--- src/hdl/tsc_regs.vh ---
`ifndef TSC_REGS_VH
`define TSC_REGS_VH

// register byte offsets on the axi4-lite slave
`define TSC_OFF_SEC 8'h00
`define TSC_OFF_MSW 8'h04
`define TSC_OFF_SYNC 8'h08
`define TSC_OFF_CONV 8'h0C
`define TSC_OFF_CAL1 8'h10
`define TSC_OFF_CAL2 8'h14
`define TSC_OFF_CAL3 8'h18
`define TSC_OFF_CAL4 8'h1C
`define TSC_OFF_CALQ 8'h20
`define TSC_OFF_SVAL 8'h24
`define TSC_OFF_STAT 8'h28

// millisecond word field positions
`define TSC_MS_LSB 0
`define TSC_MS_MSB 9
`define TSC_BIT_EXT 12
`define TSC_BIT_INT 13
`define TSC_BIT_SET 14

// conversion control and status field positions
`define TSC_CONV_START 0
`define TSC_CONV_BUSY 0
`define TSC_CONV_DONE 1
`define TSC_DOY_LSB 16

// calendar field positions
`define TSC_MON_LSB 8
`define TSC_HR_LSB 8

// reset values
`define TSC_RST_SEC 32'h0000_0000
`define TSC_RST_ZERO 32'h0000_0000

// axi response codes
`define TSC_RESP_OKAY 2'h0
`define TSC_RESP_SLVERR 2'h2

// timing: clock period and time spans in their own units
`define TSC_CLK_NS 10
`define TSC_MS_NS 1000000
`define TSC_MS_CYC (`TSC_MS_NS / `TSC_CLK_NS)
`define TSC_MS_PER_S 1000
`define TSC_EXT_HOLD_H 2
`define TSC_EXT_HOLD_S (`TSC_EXT_HOLD_H * 3600)

// calendar arithmetic
`define TSC_S_PER_DAY 32'd86400
`define TSC_S_PER_HR 32'd3600
`define TSC_S_PER_MIN 32'd60
`define TSC_D_PER_YR 16'd365
`define TSC_D_PER_LYR 16'd366
`define TSC_NOLEAP_YR 7'd100

`endif

--- src/hdl/tsc_timestamp.v ---
// Chosen here: the AXI4-Lite register port and the address map.
`timescale 1ns/1ps
`include "tsc_regs.vh"

// Functional notes
// - calendar word one: year minus 2000, bits 0-6
// - day/month, minute/hour, millisecond-of-minute words
// - quality word flags ext, sync, date set
// - validity word precedes enumerated status word
// - seconds count, high word first
// - milliseconds in bits 0-9 of third word
// - bit 12: external sync within two hours
// - bit 13: internally synchronized flag
// - bit 14: date set since power-up
// - power loss restarts seconds at zero
// - external sync loads seconds count
// - leap every fourth year except 2100
module tsc_timestamp #(
  parameter MS_CYCLES = `TSC_MS_CYC,
  parameter EXT_HOLD_S = `TSC_EXT_HOLD_S
) (
  input wire aclk,
  input wire aresetn,
  input wire [31:0] s_axi_awaddr,
  input wire s_axi_awvalid,
  output reg s_axi_awready,
  input wire [31:0] s_axi_wdata,
  input wire [3:0] s_axi_wstrb,
  input wire s_axi_wvalid,
  output reg s_axi_wready,
  output reg [1:0] s_axi_bresp,
  output reg s_axi_bvalid,
  input wire s_axi_bready,
  input wire [31:0] s_axi_araddr,
  input wire s_axi_arvalid,
  output reg s_axi_arready,
  output reg [31:0] s_axi_rdata,
  output reg [1:0] s_axi_rresp,
  output reg s_axi_rvalid,
  input wire s_axi_rready,
  input wire int_sync_in,
  input wire [15:0] open_closed_contact,
  input wire [15:0] contact_valid
);

  // converter states, one-hot
  localparam ST_IDLE = 6'b000001;
  localparam ST_DAYS = 6'b000010;
  localparam ST_YEARS = 6'b000100;
  localparam ST_MONS = 6'b001000;
  localparam ST_HRS = 6'b010000;
  localparam ST_MINS = 6'b100000;

  reg [31:0] ms_div_q;
  reg [9:0] ms_q;
  reg [31:0] sec_q;
  reg ext_ok_q;
  reg [31:0] ext_age_q;
  reg int_done_q;
  reg date_set_q;
  reg [15:0] ms_shadow_q;
  reg [32:0] sync_s1_q;
  reg [32:0] sync_s2_q;
  reg [32:0] sync_s3_q;
  reg [32:0] pins_q;
  reg int_prev_q;
  reg [5:0] st_q;
  reg [31:0] cv_sec_q;
  reg [15:0] cv_days_q;
  reg [6:0] cv_year_q;
  reg [3:0] cv_mon_q;
  reg [4:0] cv_hr_q;
  reg [5:0] cv_min_q;
  reg [9:0] cv_ms_q;
  reg [8:0] cv_doy_q;
  reg conv_done_q;
  reg [15:0] cal1_q;
  reg [15:0] cal2_q;
  reg [15:0] cal3_q;
  reg [15:0] cal4_q;
  reg [15:0] calq_q;
  reg aw_have_q;
  reg w_have_q;
  reg [7:0] awaddr_q;
  reg [31:0] wdata_q;
  reg [3:0] wstrb_q;
  reg [31:0] rd_d;
  reg rd_err_d;
  wire ms_wrap;
  wire do_write;
  wire ar_hs;
  wire sync_wr;
  wire start_wr;
  wire [31:0] sync_val;
  wire [15:0] ms_word;
  wire cv_leap;
  wire [15:0] cv_ylen;
  wire [15:0] cv_mlen;
  wire [31:0] cv_msmin;

  // month length for the month being stepped over
  function [15:0] mon_len;
    input [3:0] mon;
    input leap;
    begin
      case (mon)
        4'h2: mon_len = leap ? 16'd29 : 16'd28;
        4'h4, 4'h6, 4'h9, 4'hB: mon_len = 16'd30;
        default: mon_len = 16'd31;
      endcase
    end
  endfunction

  assign ms_wrap = (ms_div_q == MS_CYCLES - 1) && (ms_q == 10'd999);
  assign do_write = aw_have_q && w_have_q && !s_axi_bvalid;
  assign ar_hs = s_axi_arvalid && s_axi_arready;
  assign sync_wr = do_write && (awaddr_q == `TSC_OFF_SYNC);
  assign start_wr = do_write && (awaddr_q == `TSC_OFF_CONV) && wstrb_q[0] &&
    wdata_q[`TSC_CONV_START];
  // byte lanes merge new sync value over the running count
  assign sync_val = {wstrb_q[3] ? wdata_q[31:24] : sec_q[31:24],
    wstrb_q[2] ? wdata_q[23:16] : sec_q[23:16],
    wstrb_q[1] ? wdata_q[15:8] : sec_q[15:8],
    wstrb_q[0] ? wdata_q[7:0] : sec_q[7:0]};
  // millisecond word: ms, ext, int, date-set; bits 10,11,15 read zero
  assign ms_word = {1'b0, date_set_q, int_done_q, ext_ok_q, 2'b00, ms_q};
  assign cv_leap = (cv_year_q[1:0] == 2'b00) && (cv_year_q != `TSC_NOLEAP_YR);
  assign cv_ylen = cv_leap ? `TSC_D_PER_LYR : `TSC_D_PER_YR;
  assign cv_mlen = mon_len(cv_mon_q, cv_leap);
  assign cv_msmin = cv_sec_q * 32'd1000 + {22'd0, cv_ms_q};

  // millisecond divider and seconds counter; reset is the power loss
  always @(posedge aclk) begin
    if (!aresetn) begin
      ms_div_q <= `TSC_RST_ZERO;
      ms_q <= 10'd0;
      sec_q <= `TSC_RST_SEC;
    end else if (sync_wr) begin
      ms_div_q <= `TSC_RST_ZERO;
      ms_q <= 10'd0;
      sec_q <= sync_val;
    end else if (ms_div_q == MS_CYCLES - 1) begin
      ms_div_q <= `TSC_RST_ZERO;
      ms_q <= (ms_q == 10'd999) ? 10'd0 : ms_q + 10'd1;
      if (ms_wrap) begin
        sec_q <= sec_q + 32'd1;
      end
    end else begin
      ms_div_q <= ms_div_q + 32'd1;
    end
  end

  // three-stage pin sampling; a change counts when stages two and three agree
  always @(posedge aclk) begin
    if (!aresetn) begin
      sync_s1_q <= 33'd0;
      sync_s2_q <= 33'd0;
      sync_s3_q <= 33'd0;
      pins_q <= 33'd0;
      int_prev_q <= 1'b0;
    end else begin
      sync_s1_q <= {int_sync_in, contact_valid, open_closed_contact};
      sync_s2_q <= sync_s1_q;
      sync_s3_q <= sync_s2_q;
      if (sync_s2_q == sync_s3_q) begin
        pins_q <= sync_s3_q;
      end
      int_prev_q <= pins_q[32];
    end
  end

  // quality flags; a new sync wins over the two-hour expiry
  always @(posedge aclk) begin
    if (!aresetn) begin
      ext_ok_q <= 1'b0;
      ext_age_q <= `TSC_RST_ZERO;
      int_done_q <= 1'b0;
      date_set_q <= 1'b0;
    end else begin
      if (sync_wr) begin
        ext_ok_q <= 1'b1;
        ext_age_q <= `TSC_RST_ZERO;
        date_set_q <= 1'b1;
      end else if (ext_ok_q && ms_wrap) begin
        ext_age_q <= ext_age_q + 32'd1;
        if (ext_age_q == EXT_HOLD_S - 1) begin
          ext_ok_q <= 1'b0;
        end
      end
      if (pins_q[32] && !int_prev_q) begin
        int_done_q <= 1'b1;
      end
    end
  end

  // calendar converter by repeated subtraction, one step per cycle
  always @(posedge aclk) begin
    if (!aresetn) begin
      st_q <= ST_IDLE;
      cv_sec_q <= `TSC_RST_ZERO;
      cv_days_q <= 16'd0;
      cv_year_q <= 7'd0;
      cv_mon_q <= 4'd1;
      cv_hr_q <= 5'd0;
      cv_min_q <= 6'd0;
      cv_ms_q <= 10'd0;
      cv_doy_q <= 9'd0;
      conv_done_q <= 1'b0;
      cal1_q <= 16'h0000;
      cal2_q <= 16'h0000;
      cal3_q <= 16'h0000;
      cal4_q <= 16'h0000;
      calq_q <= 16'h0000;
    end else begin
      case (st_q)
        ST_IDLE: begin
          if (start_wr) begin
            cv_sec_q <= sec_q;
            cv_ms_q <= ms_q;
            cv_days_q <= 16'd0;
            cv_year_q <= 7'd0;
            cv_hr_q <= 5'd0;
            cv_min_q <= 6'd0;
            conv_done_q <= 1'b0;
            st_q <= ST_DAYS;
          end
        end
        ST_DAYS: begin
          if (cv_sec_q >= `TSC_S_PER_DAY) begin
            cv_sec_q <= cv_sec_q - `TSC_S_PER_DAY;
            cv_days_q <= cv_days_q + 16'd1;
          end else begin
            st_q <= ST_YEARS;
          end
        end
        ST_YEARS: begin
          if (cv_days_q >= cv_ylen) begin
            cv_days_q <= cv_days_q - cv_ylen;
            cv_year_q <= cv_year_q + 7'd1;
          end else begin
            cv_doy_q <= cv_days_q[8:0] + 9'd1;
            cv_mon_q <= 4'd1;
            st_q <= ST_MONS;
          end
        end
        ST_MONS: begin
          if (cv_days_q >= cv_mlen) begin
            cv_days_q <= cv_days_q - cv_mlen;
            cv_mon_q <= cv_mon_q + 4'd1;
          end else begin
            st_q <= ST_HRS;
          end
        end
        ST_HRS: begin
          if (cv_sec_q >= `TSC_S_PER_HR) begin
            cv_sec_q <= cv_sec_q - `TSC_S_PER_HR;
            cv_hr_q <= cv_hr_q + 5'd1;
          end else begin
            st_q <= ST_MINS;
          end
        end
        ST_MINS: begin
          if (cv_sec_q >= `TSC_S_PER_MIN) begin
            cv_sec_q <= cv_sec_q - `TSC_S_PER_MIN;
            cv_min_q <= cv_min_q + 6'd1;
          end else begin
            cal1_q <= {9'd0, cv_year_q};
            cal2_q <= {4'd0, cv_mon_q, 3'd0, cv_days_q[4:0] + 5'd1};
            cal3_q <= {3'd0, cv_hr_q, 2'd0, cv_min_q};
            cal4_q <= cv_msmin[15:0];
            calq_q <= {1'b0, date_set_q, int_done_q, ext_ok_q, 12'h000};
            conv_done_q <= 1'b1;
            st_q <= ST_IDLE;
          end
        end
        default: begin
          st_q <= ST_IDLE;
        end
      endcase
    end
  end

  // write channel: address and data taken in either order, one write at a time
  always @(posedge aclk) begin
    if (!aresetn) begin
      s_axi_awready <= 1'b1;
      s_axi_wready <= 1'b1;
      s_axi_bvalid <= 1'b0;
      s_axi_bresp <= `TSC_RESP_OKAY;
      aw_have_q <= 1'b0;
      w_have_q <= 1'b0;
      awaddr_q <= 8'h00;
      wdata_q <= `TSC_RST_ZERO;
      wstrb_q <= 4'h0;
    end else begin
      if (s_axi_awvalid && s_axi_awready) begin
        aw_have_q <= 1'b1;
        awaddr_q <= s_axi_awaddr[7:0];
        s_axi_awready <= 1'b0;
      end
      if (s_axi_wvalid && s_axi_wready) begin
        w_have_q <= 1'b1;
        wdata_q <= s_axi_wdata;
        wstrb_q <= s_axi_wstrb;
        s_axi_wready <= 1'b0;
      end
      if (do_write) begin
        aw_have_q <= 1'b0;
        w_have_q <= 1'b0;
        s_axi_bvalid <= 1'b1;
        s_axi_bresp <= (awaddr_q == `TSC_OFF_SYNC || awaddr_q == `TSC_OFF_CONV) ?
          `TSC_RESP_OKAY : `TSC_RESP_SLVERR;
      end
      if (s_axi_bvalid && s_axi_bready) begin
        s_axi_bvalid <= 1'b0;
        s_axi_awready <= 1'b1;
        s_axi_wready <= 1'b1;
      end
    end
  end

  // read decode
  always @* begin
    rd_d = `TSC_RST_ZERO;
    rd_err_d = 1'b0;
    case (s_axi_araddr[7:0])
      `TSC_OFF_SEC: rd_d = sec_q;
      `TSC_OFF_MSW: rd_d = {16'h0000, ms_shadow_q};
      `TSC_OFF_SYNC: rd_d = sec_q;
      `TSC_OFF_CONV: rd_d = {7'd0, cv_doy_q, 14'd0, conv_done_q, st_q != ST_IDLE};
      `TSC_OFF_CAL1: rd_d = {16'h0000, cal1_q};
      `TSC_OFF_CAL2: rd_d = {16'h0000, cal2_q};
      `TSC_OFF_CAL3: rd_d = {16'h0000, cal3_q};
      `TSC_OFF_CAL4: rd_d = {16'h0000, cal4_q};
      `TSC_OFF_CALQ: rd_d = {16'h0000, calq_q};
      `TSC_OFF_SVAL: rd_d = {16'h0000, pins_q[31:16]};
      `TSC_OFF_STAT: rd_d = {16'h0000, pins_q[15:0]};
      default: rd_err_d = 1'b1;
    endcase
  end

  // read channel; reading the seconds count freezes the matching ms word
  always @(posedge aclk) begin
    if (!aresetn) begin
      s_axi_arready <= 1'b1;
      s_axi_rvalid <= 1'b0;
      s_axi_rdata <= `TSC_RST_ZERO;
      s_axi_rresp <= `TSC_RESP_OKAY;
      ms_shadow_q <= 16'h0000;
    end else begin
      if (ar_hs) begin
        s_axi_arready <= 1'b0;
        s_axi_rvalid <= 1'b1;
        s_axi_rdata <= rd_d;
        s_axi_rresp <= rd_err_d ? `TSC_RESP_SLVERR : `TSC_RESP_OKAY;
        if (s_axi_araddr[7:0] == `TSC_OFF_SEC) begin
          ms_shadow_q <= ms_word;
        end
      end
      if (s_axi_rvalid && s_axi_rready) begin
        s_axi_rvalid <= 1'b0;
        s_axi_arready <= 1'b1;
      end
    end
  end

endmodule // tsc_timestamp

--- config.mk ---
export PLATFORM = sky130hd
export DESIGN_NAME = tsc_timestamp
export DESIGN_NICKNAME = d
export VERILOG_FILES = /design/src/hdl/tsc_timestamp.v
export VERILOG_INCLUDE_DIRS = /design/src /design/src/hdl
export SDC_FILE = /design/constraint.sdc
export NUM_CORES = 1
export LEC_CHECK = 0
export BUFFER_PORTS_ARGS = -buffer_cell sky130_fd_sc_hd__buf_2
export CAP_MARGIN = 5
export CORE_MARGIN = 5
export CORE_UTILIZATION = 40
export CTS_BUF_LIST = sky130_fd_sc_hd__clkbuf_8
export CTS_CLUSTER_DIAMETER = 120
export CTS_CLUSTER_SIZE = 30
export DETAILED_ROUTE_END_ITERATION = 16
export GPL_TIMING_DRIVEN = 0
export HOLD_SLACK_MARGIN = 0.12
export SLEW_MARGIN = 15
export SYNTH_ARGS = -nofsm -noshare
export SYNTH_HDL_FRONTEND = slang
export SYNTH_SLANG_ARGS = --single-unit
export TNS_END_PERCENT = 100
--- constraint.sdc ---
create_clock -name aclk -period 4.5 [get_ports aclk]
set_clock_uncertainty 0.1 [all_clocks]
set_input_delay 0.45 -clock aclk [delete_from_list [all_inputs] [get_ports aclk]]
set_output_delay 0.45 -clock aclk [all_outputs]
set_load 0.01 [all_outputs]
After elaboration in Yosys (flattened, before gate mapping)
Cells that the tools add are included.

cells by class
  eq/ne operators = 44
  magnitude comparators = 5
  add/subtract/negate cells = 17
  $mul = 1
  divide/modulo/power cells = 0
  muxes and demuxes = 49
  bitwise logic cells = 3
  shift-type cells = 0
  reductions and logical operators = 55

operator list
  cell                    number
  $pmux 32 s10            1
  $mux 32                 7
  $pmux 32 s4             1
  $add 32x1->32 const B   3
  $mux 16                 4
  $pmux 16 s4             1
  $mux 6                  8
  $pmux 6 s6              1
  $eq 33x33->1            1
  $eq 32x13->1 const B    1
  $eq 32x17->1 const B    1
  $eq 8x4->1 const B      4
  $eq 8x5->1 const B      4
  $ge 32x12->1 const B    1
  $ge 32x17->1 const B    1
  $ge 32x6->1 const B     1
  $mul 32x7->13 const B   1
  $mux 8                  4
  $sub 32x12->32 const B  1
  $sub 32x17->32 const B  1
  $sub 32x6->32 const B   1
  $ne 2x2->1 const B      15
  $reduce_and 3->1        9
  $eq 8x6->1 const B      3
  52 further kinds        99

word-level totals
  memories = 0
  logic and storage cells = 218
  ROM bits = 0
  flip-flop bits (word level) = 484
  bits in writable memories = 0
  output and inout port bits = 41
  latch bits = 0
  input bits = 140

Depth between registers and ports, before layout
  depth after elaboration = 7
  depth in mapped cells = 18
  mapped depth without buffers = 18

Least setup slack after synthesis
Ideal clock, no wire load.

  kind = register to register
  from = register cv_sec_q[1]
  to = register cal4_q[14]
  setup time = 86 ps
  arrival time = 4716 ps
  data required time = 4314 ps
  setup slack = -402 ps
  stages on the path, launching flop included = 15
  cells stage by stage = dfxtp_1 -> inv_1 -> fa_1 -> fa_1 -> fa_1 -> fa_1 -> inv_1 -> ha_1 -> and3_1 -> a2111o_1 -> xnor2_1 -> a2111oi_0 -> nand3b_1 -> xnor2_1 -> a211oi_1

on the way
  longest elaborated chain between the ends = 3
  elaborated cells between the ends (all ways) = 5
  those cells by class = 1 x add/sub; 1 x mul; 1 x order compare; 1 x bitwise; 1 x reduce/logical

RTL lines
  element                                                RTL line             text
  start: declaration                                     tsc_timestamp.v:68   reg [31:0] cv_sec_q;
  start signal: assignment                               tsc_timestamp.v:200  cv_sec_q <= `TSC_RST_ZERO;
  start signal: assignment                               tsc_timestamp.v:218  cv_sec_q <= sec_q;
  start signal: assignment                               tsc_timestamp.v:230  cv_sec_q <= cv_sec_q - `TSC_S_PER_DAY;
  branches (longest 3 deep; another with $mul 32x7->13)  --
  end signal: assignment                                 tsc_timestamp.v:270  cal4_q <= cv_msmin[15:0];
  end: declaration                                       tsc_timestamp.v:80   reg [15:0] cal4_q;

Parallel ways; which one is timed is not known.
A chain may end at the register's enable or synchronous reset.

Worst setup path after layout
  from = register cv_sec_q[2]
  to = register cal4_q[13]

Same word-level chain as after synthesis.

==> flow_summary.json <==
{
  "cts_max_level": 1,
  "synth_edf_count": 0,
  "die_area_mm2": 0.0639,
  "crit_slowest_cell": "fa_2",
  "final_cell_mix": "dfxtp_1 (474), nand2_1 (339), nor2_1 (304), a21oi_1 (273), clkbuf_1 (154)",
  "required_ns": 5.00,
  "final_max_slew_viol_count": 0,
  "fin_crit_ns": 4.53,
  "initial_core_util_pct": 40.2,
  "clock_latency_ns": 0.69,
  "ys_ff_latch": 482,
  "endpoint": "cal4_q[13]",
  "register_area_mm2": 0.00968,
  "violations": "negative setup slack",
  "ys_seq_area_share_pct": 40.9,
  "setup_ws_ns": -0.0336,
  "outcome": "finished, violations left",
  "vias": 22400,
  "drt_iter0_drc": 2349,
  "reg2reg_slack_ns": -0.03,
  "wl_met2_um": 40100,
  "worstReg2RegEnd": "cal4_q[13]",
  "die-height_um": 253,
  "portBuffers": 128,
  "wl_met3_um": 6520,
  "clock_sinks": 482,
  "yosysWarnings": 0,
  "antenna_found_initial": 1,
  "rr_startpoint": "cv_sec_q[2]",
  "max_slew_margin_pct": 16.2,
  "nets": 3331,
  "cp-startpoint": "cv_sec_q[2]",
  "rr_worst_depth": 15,
  "ir_drop_mv": 0.219,
  "clockBufferDepth": 3,
  "max_slew.worst_pin.slew_ns": 1.26,
  "rsz0062_at_grt": "true",
  "synthCells": 2828,
  "grt.total_usage_pct": 25.8,
  "wire_per_inst_um": 22.3,
  "path_common_cell": "fa_1",
  "finalWirelength_um": 86300,
  "arrival_ns": 5.03,
  "final_area_mm2": 0.0270,
  "hp-class": "input port to flip-flop",
  "cp.buffers_inverters": 3,
  "place_area_mm2": 0.0252,
  "cts_buffers": 21,
  "hpwl_um": 64100,
  "layout_commonest_cell": "dfxtp_1",
  "top_layer_used": "met4",
  "synth.cell_area_mm2": 0.0236,
  "via_per_inst": 5.78,
  "pin_count": 181,
  "grt_pass1_wl_um": 129000,
  "syn_to_final_growth_pct": 14.4,
  "powerDensity_mw_per_mm2": 315,
  "drive_above_1_share_pct": 9.41,
  "clock.fmax_ghz": 0.221,
  "n_fill_cell": 5737,
  "critPathTopFamily": "adder cells",
  "dieWidth_um": 253,
  "detail_route.first_pass.iterations": 6,
  "core-area_mm2": 0.0587,
  "root_buffer": "clkbuf_8",
  "synth-main-ff-cell": "dfxtp_1",
  "endpoint_kind": "flip-flop",
  "tritoncts": "done",
  "leakagePower_uw": 0.0102,
  "hold_viol": 0,
  "start_kind": "flip-flop",
  "clkTransAtPathRegs_ns": 0.20,
  "multi_input_area_mm2": 0.0132,
  "final_util_pct": 46.0,
  "drtAntennaViolNets": 0,
  "maxCapViolCount": 0,
  "num_rows": 89,
  "synthArstFlopShare_pct": 0,
  "cp.depth": 15,
  "routabilityCongestion": 0.964,
  "finalSetupViolations": 2,
  "crit_chain": "inv_6, fa_2, fa_1, fa_1, fa_1, inv_2, ha_4, and3_4, a2111o_1, xnor2_2, nand3b_1, buf_6, xor2_2, nand2_1, a21oi_1",
  "cp_slowest_stage_delay_ns": 0.57,
  "critPathKind": "flip-flop to flip-flop",
  "drc_errors": 0,
  "wirelength_met1_um": 36500,
  "grt_pass1_vias": 21200,
  "avgSynthCellArea_um2": 8.34,
  "grt_max_degree": 31,
  "crit_path_max_fanout": 4,
  "period_share_pct": 101,
  "overflow": 0,
  "synth_cell_types": 85
}
## worst min-delay path by stage
stage,from,endpoint,slack (ns),cells past startpoint
finish,s_axi_araddr[5],s_axi_rresp[1],0.20,3
global route,s_axi_araddr[5],s_axi_rresp[1],0.22,3
CTS,s_axi_araddr[5],s_axi_rresp[1],0.15,3
detailed placement,sync_s1_q[27],sync_s2_q[27],0.32,1
global placement,sync_s1_q[32],sync_s2_q[32],0.32,1
floorplan,sync_s1_q[0],sync_s2_q[0],0.31,1
## layer usage
layer	vias up	GRT usage (%)
li1	10500	-
met1	10800	34.5
met2	963	43.1
met3	160	3.83
met4	0	8.39
met5	-	0
## where the power goes
group | total, uW | internal (uW) | switching [uW]
logic | 2170 | 837 | 1330
clock network | 1880 | 466 | 1410
registers | 4460 | 4380 | 80.4
total | 8510 | 5680 | 2830
## area by class of cell
type,instances,area share (%)
flip-flops and latches,482,35.9
diodes,3,0.0278
clock buffers,21,1.07
repair buffers,245,6.49
clock inverters,7,0.283
inverters,85,1.25
well taps,773,3.58
multi-input cells,2081,48.8
plain buffers,181,2.65
## per-stage QoR
step           setup TNS, ns  cells  worst slack (ns)  power [uW]  hold WS [ns]
3_5_place_dp           -1.60   3730            -0.489        6410         0.317
3_3_place_gp           -1.49   3730            -0.454        6400         0.318
5_1_grt               -0.541   3875            -0.204        8890         0.220
4_1_cts              -0.0851   3865           -0.0495        8450         0.151
6_report             -0.0640   3878           -0.0336        8510         0.199
2_1_floorplan              0   2829           0.00245        5820         0.312
## flip-flops by register name (all words and copies together), names as in the netlist, 11 cells and up
name / count
wdata_q: 32
sync_s3_q: 33
cal3_q: 11
s_axi_rdata: 32
sec_q: 32
cv_sec_q: 32
sync_s1_q: 33
sync_s2_q: 33
ext_age_q: 32
ms_shadow_q: 13
ms_div_q: 32
pins_q: 33
cv_days_q: 16
cal4_q: 16
## worst register-to-register path: cells and delay by family, from the launching register on
| kind | cells | cell delay [ns] |
|---|---|---|
| AOI/OAI and AO/OA | 2 | 0.56 |
| xor gates and xnor gates | 2 | 0.35 |
| adders and majority gates | 5 | 2.22 |
| buffers and inverters | 3 | 0.29 |
| DFF | 1 | 0.44 |
| and+or+nand+nor | 3 | 0.53 |
## Yosys cell counts (8+ instances only)
cell type  instances  share of area (%)
a222oi_1          26                1.1
xnor2_1           66                2.5
ha_1              64                3.4
a211oi_1          37                1.2
a31oi_1           27               0.72
buf_1             11               0.18
nand4_1           35               0.93
a221oi_1          25               0.93
a22oi_1           19               0.60
nor2b_1           10               0.27
nand2_1          339                5.4
a21oi_1          275                5.8
nor4b_1            8               0.30
nand2b_1           9               0.24
o22ai_1           12               0.32
o211ai_1          10               0.32
xor2_1            93                3.5
nor4_1            39                1.0
o21a_1            11               0.35
nand3_1           85                1.8
or3_1             25               0.66
a22o_1             8               0.30
or2_2             13               0.34
and2_1           117                3.1
buf_2              9               0.19
o221a_2           20               0.96
fa_1              30                2.5
and3_1            38                1.0
nor3_1            50                1.1
nand3b_1          10               0.32
mux2i_1           37                1.6
nor2_1           305                4.9
clkbuf_1         157                2.5
o221ai_1           8               0.30
o21ai_0          103                2.2
dfxtp_1          482                 41
inv_1             84                1.3
## timing repair
| item | CTS | global route |
|---|---|---|
| buffers inserted | 16 | 10 |
| hold buffers | 91 | 0 |
| resized for setup | 29 | 25 |
| pin swaps | 26 | 18 |
| setup endpoints to repair | 6 | 26 |
| hold endpoints to repair | 82 | 0 |
## cell families (layout without fill, tap and decap cells)
family | after synthesis | after routing | synth area share (%)
AOI/OAI and AO/OA | 661 | 661 | 18.1
xor gates and xnor gates | 160 | 160 | 6.00
adders and majority gates | 94 | 94 | 5.94
buffers and inverters | 266 | 539 | 4.36
DFF | 482 | 482 | 40.9
muxes | 40 | 40 | 1.71
other | 1 | 5 | 0.0159
and+or+nand+nor | 1124 | 1124 | 23.0
Note: power is estimated with default switching activity, not from simulation.
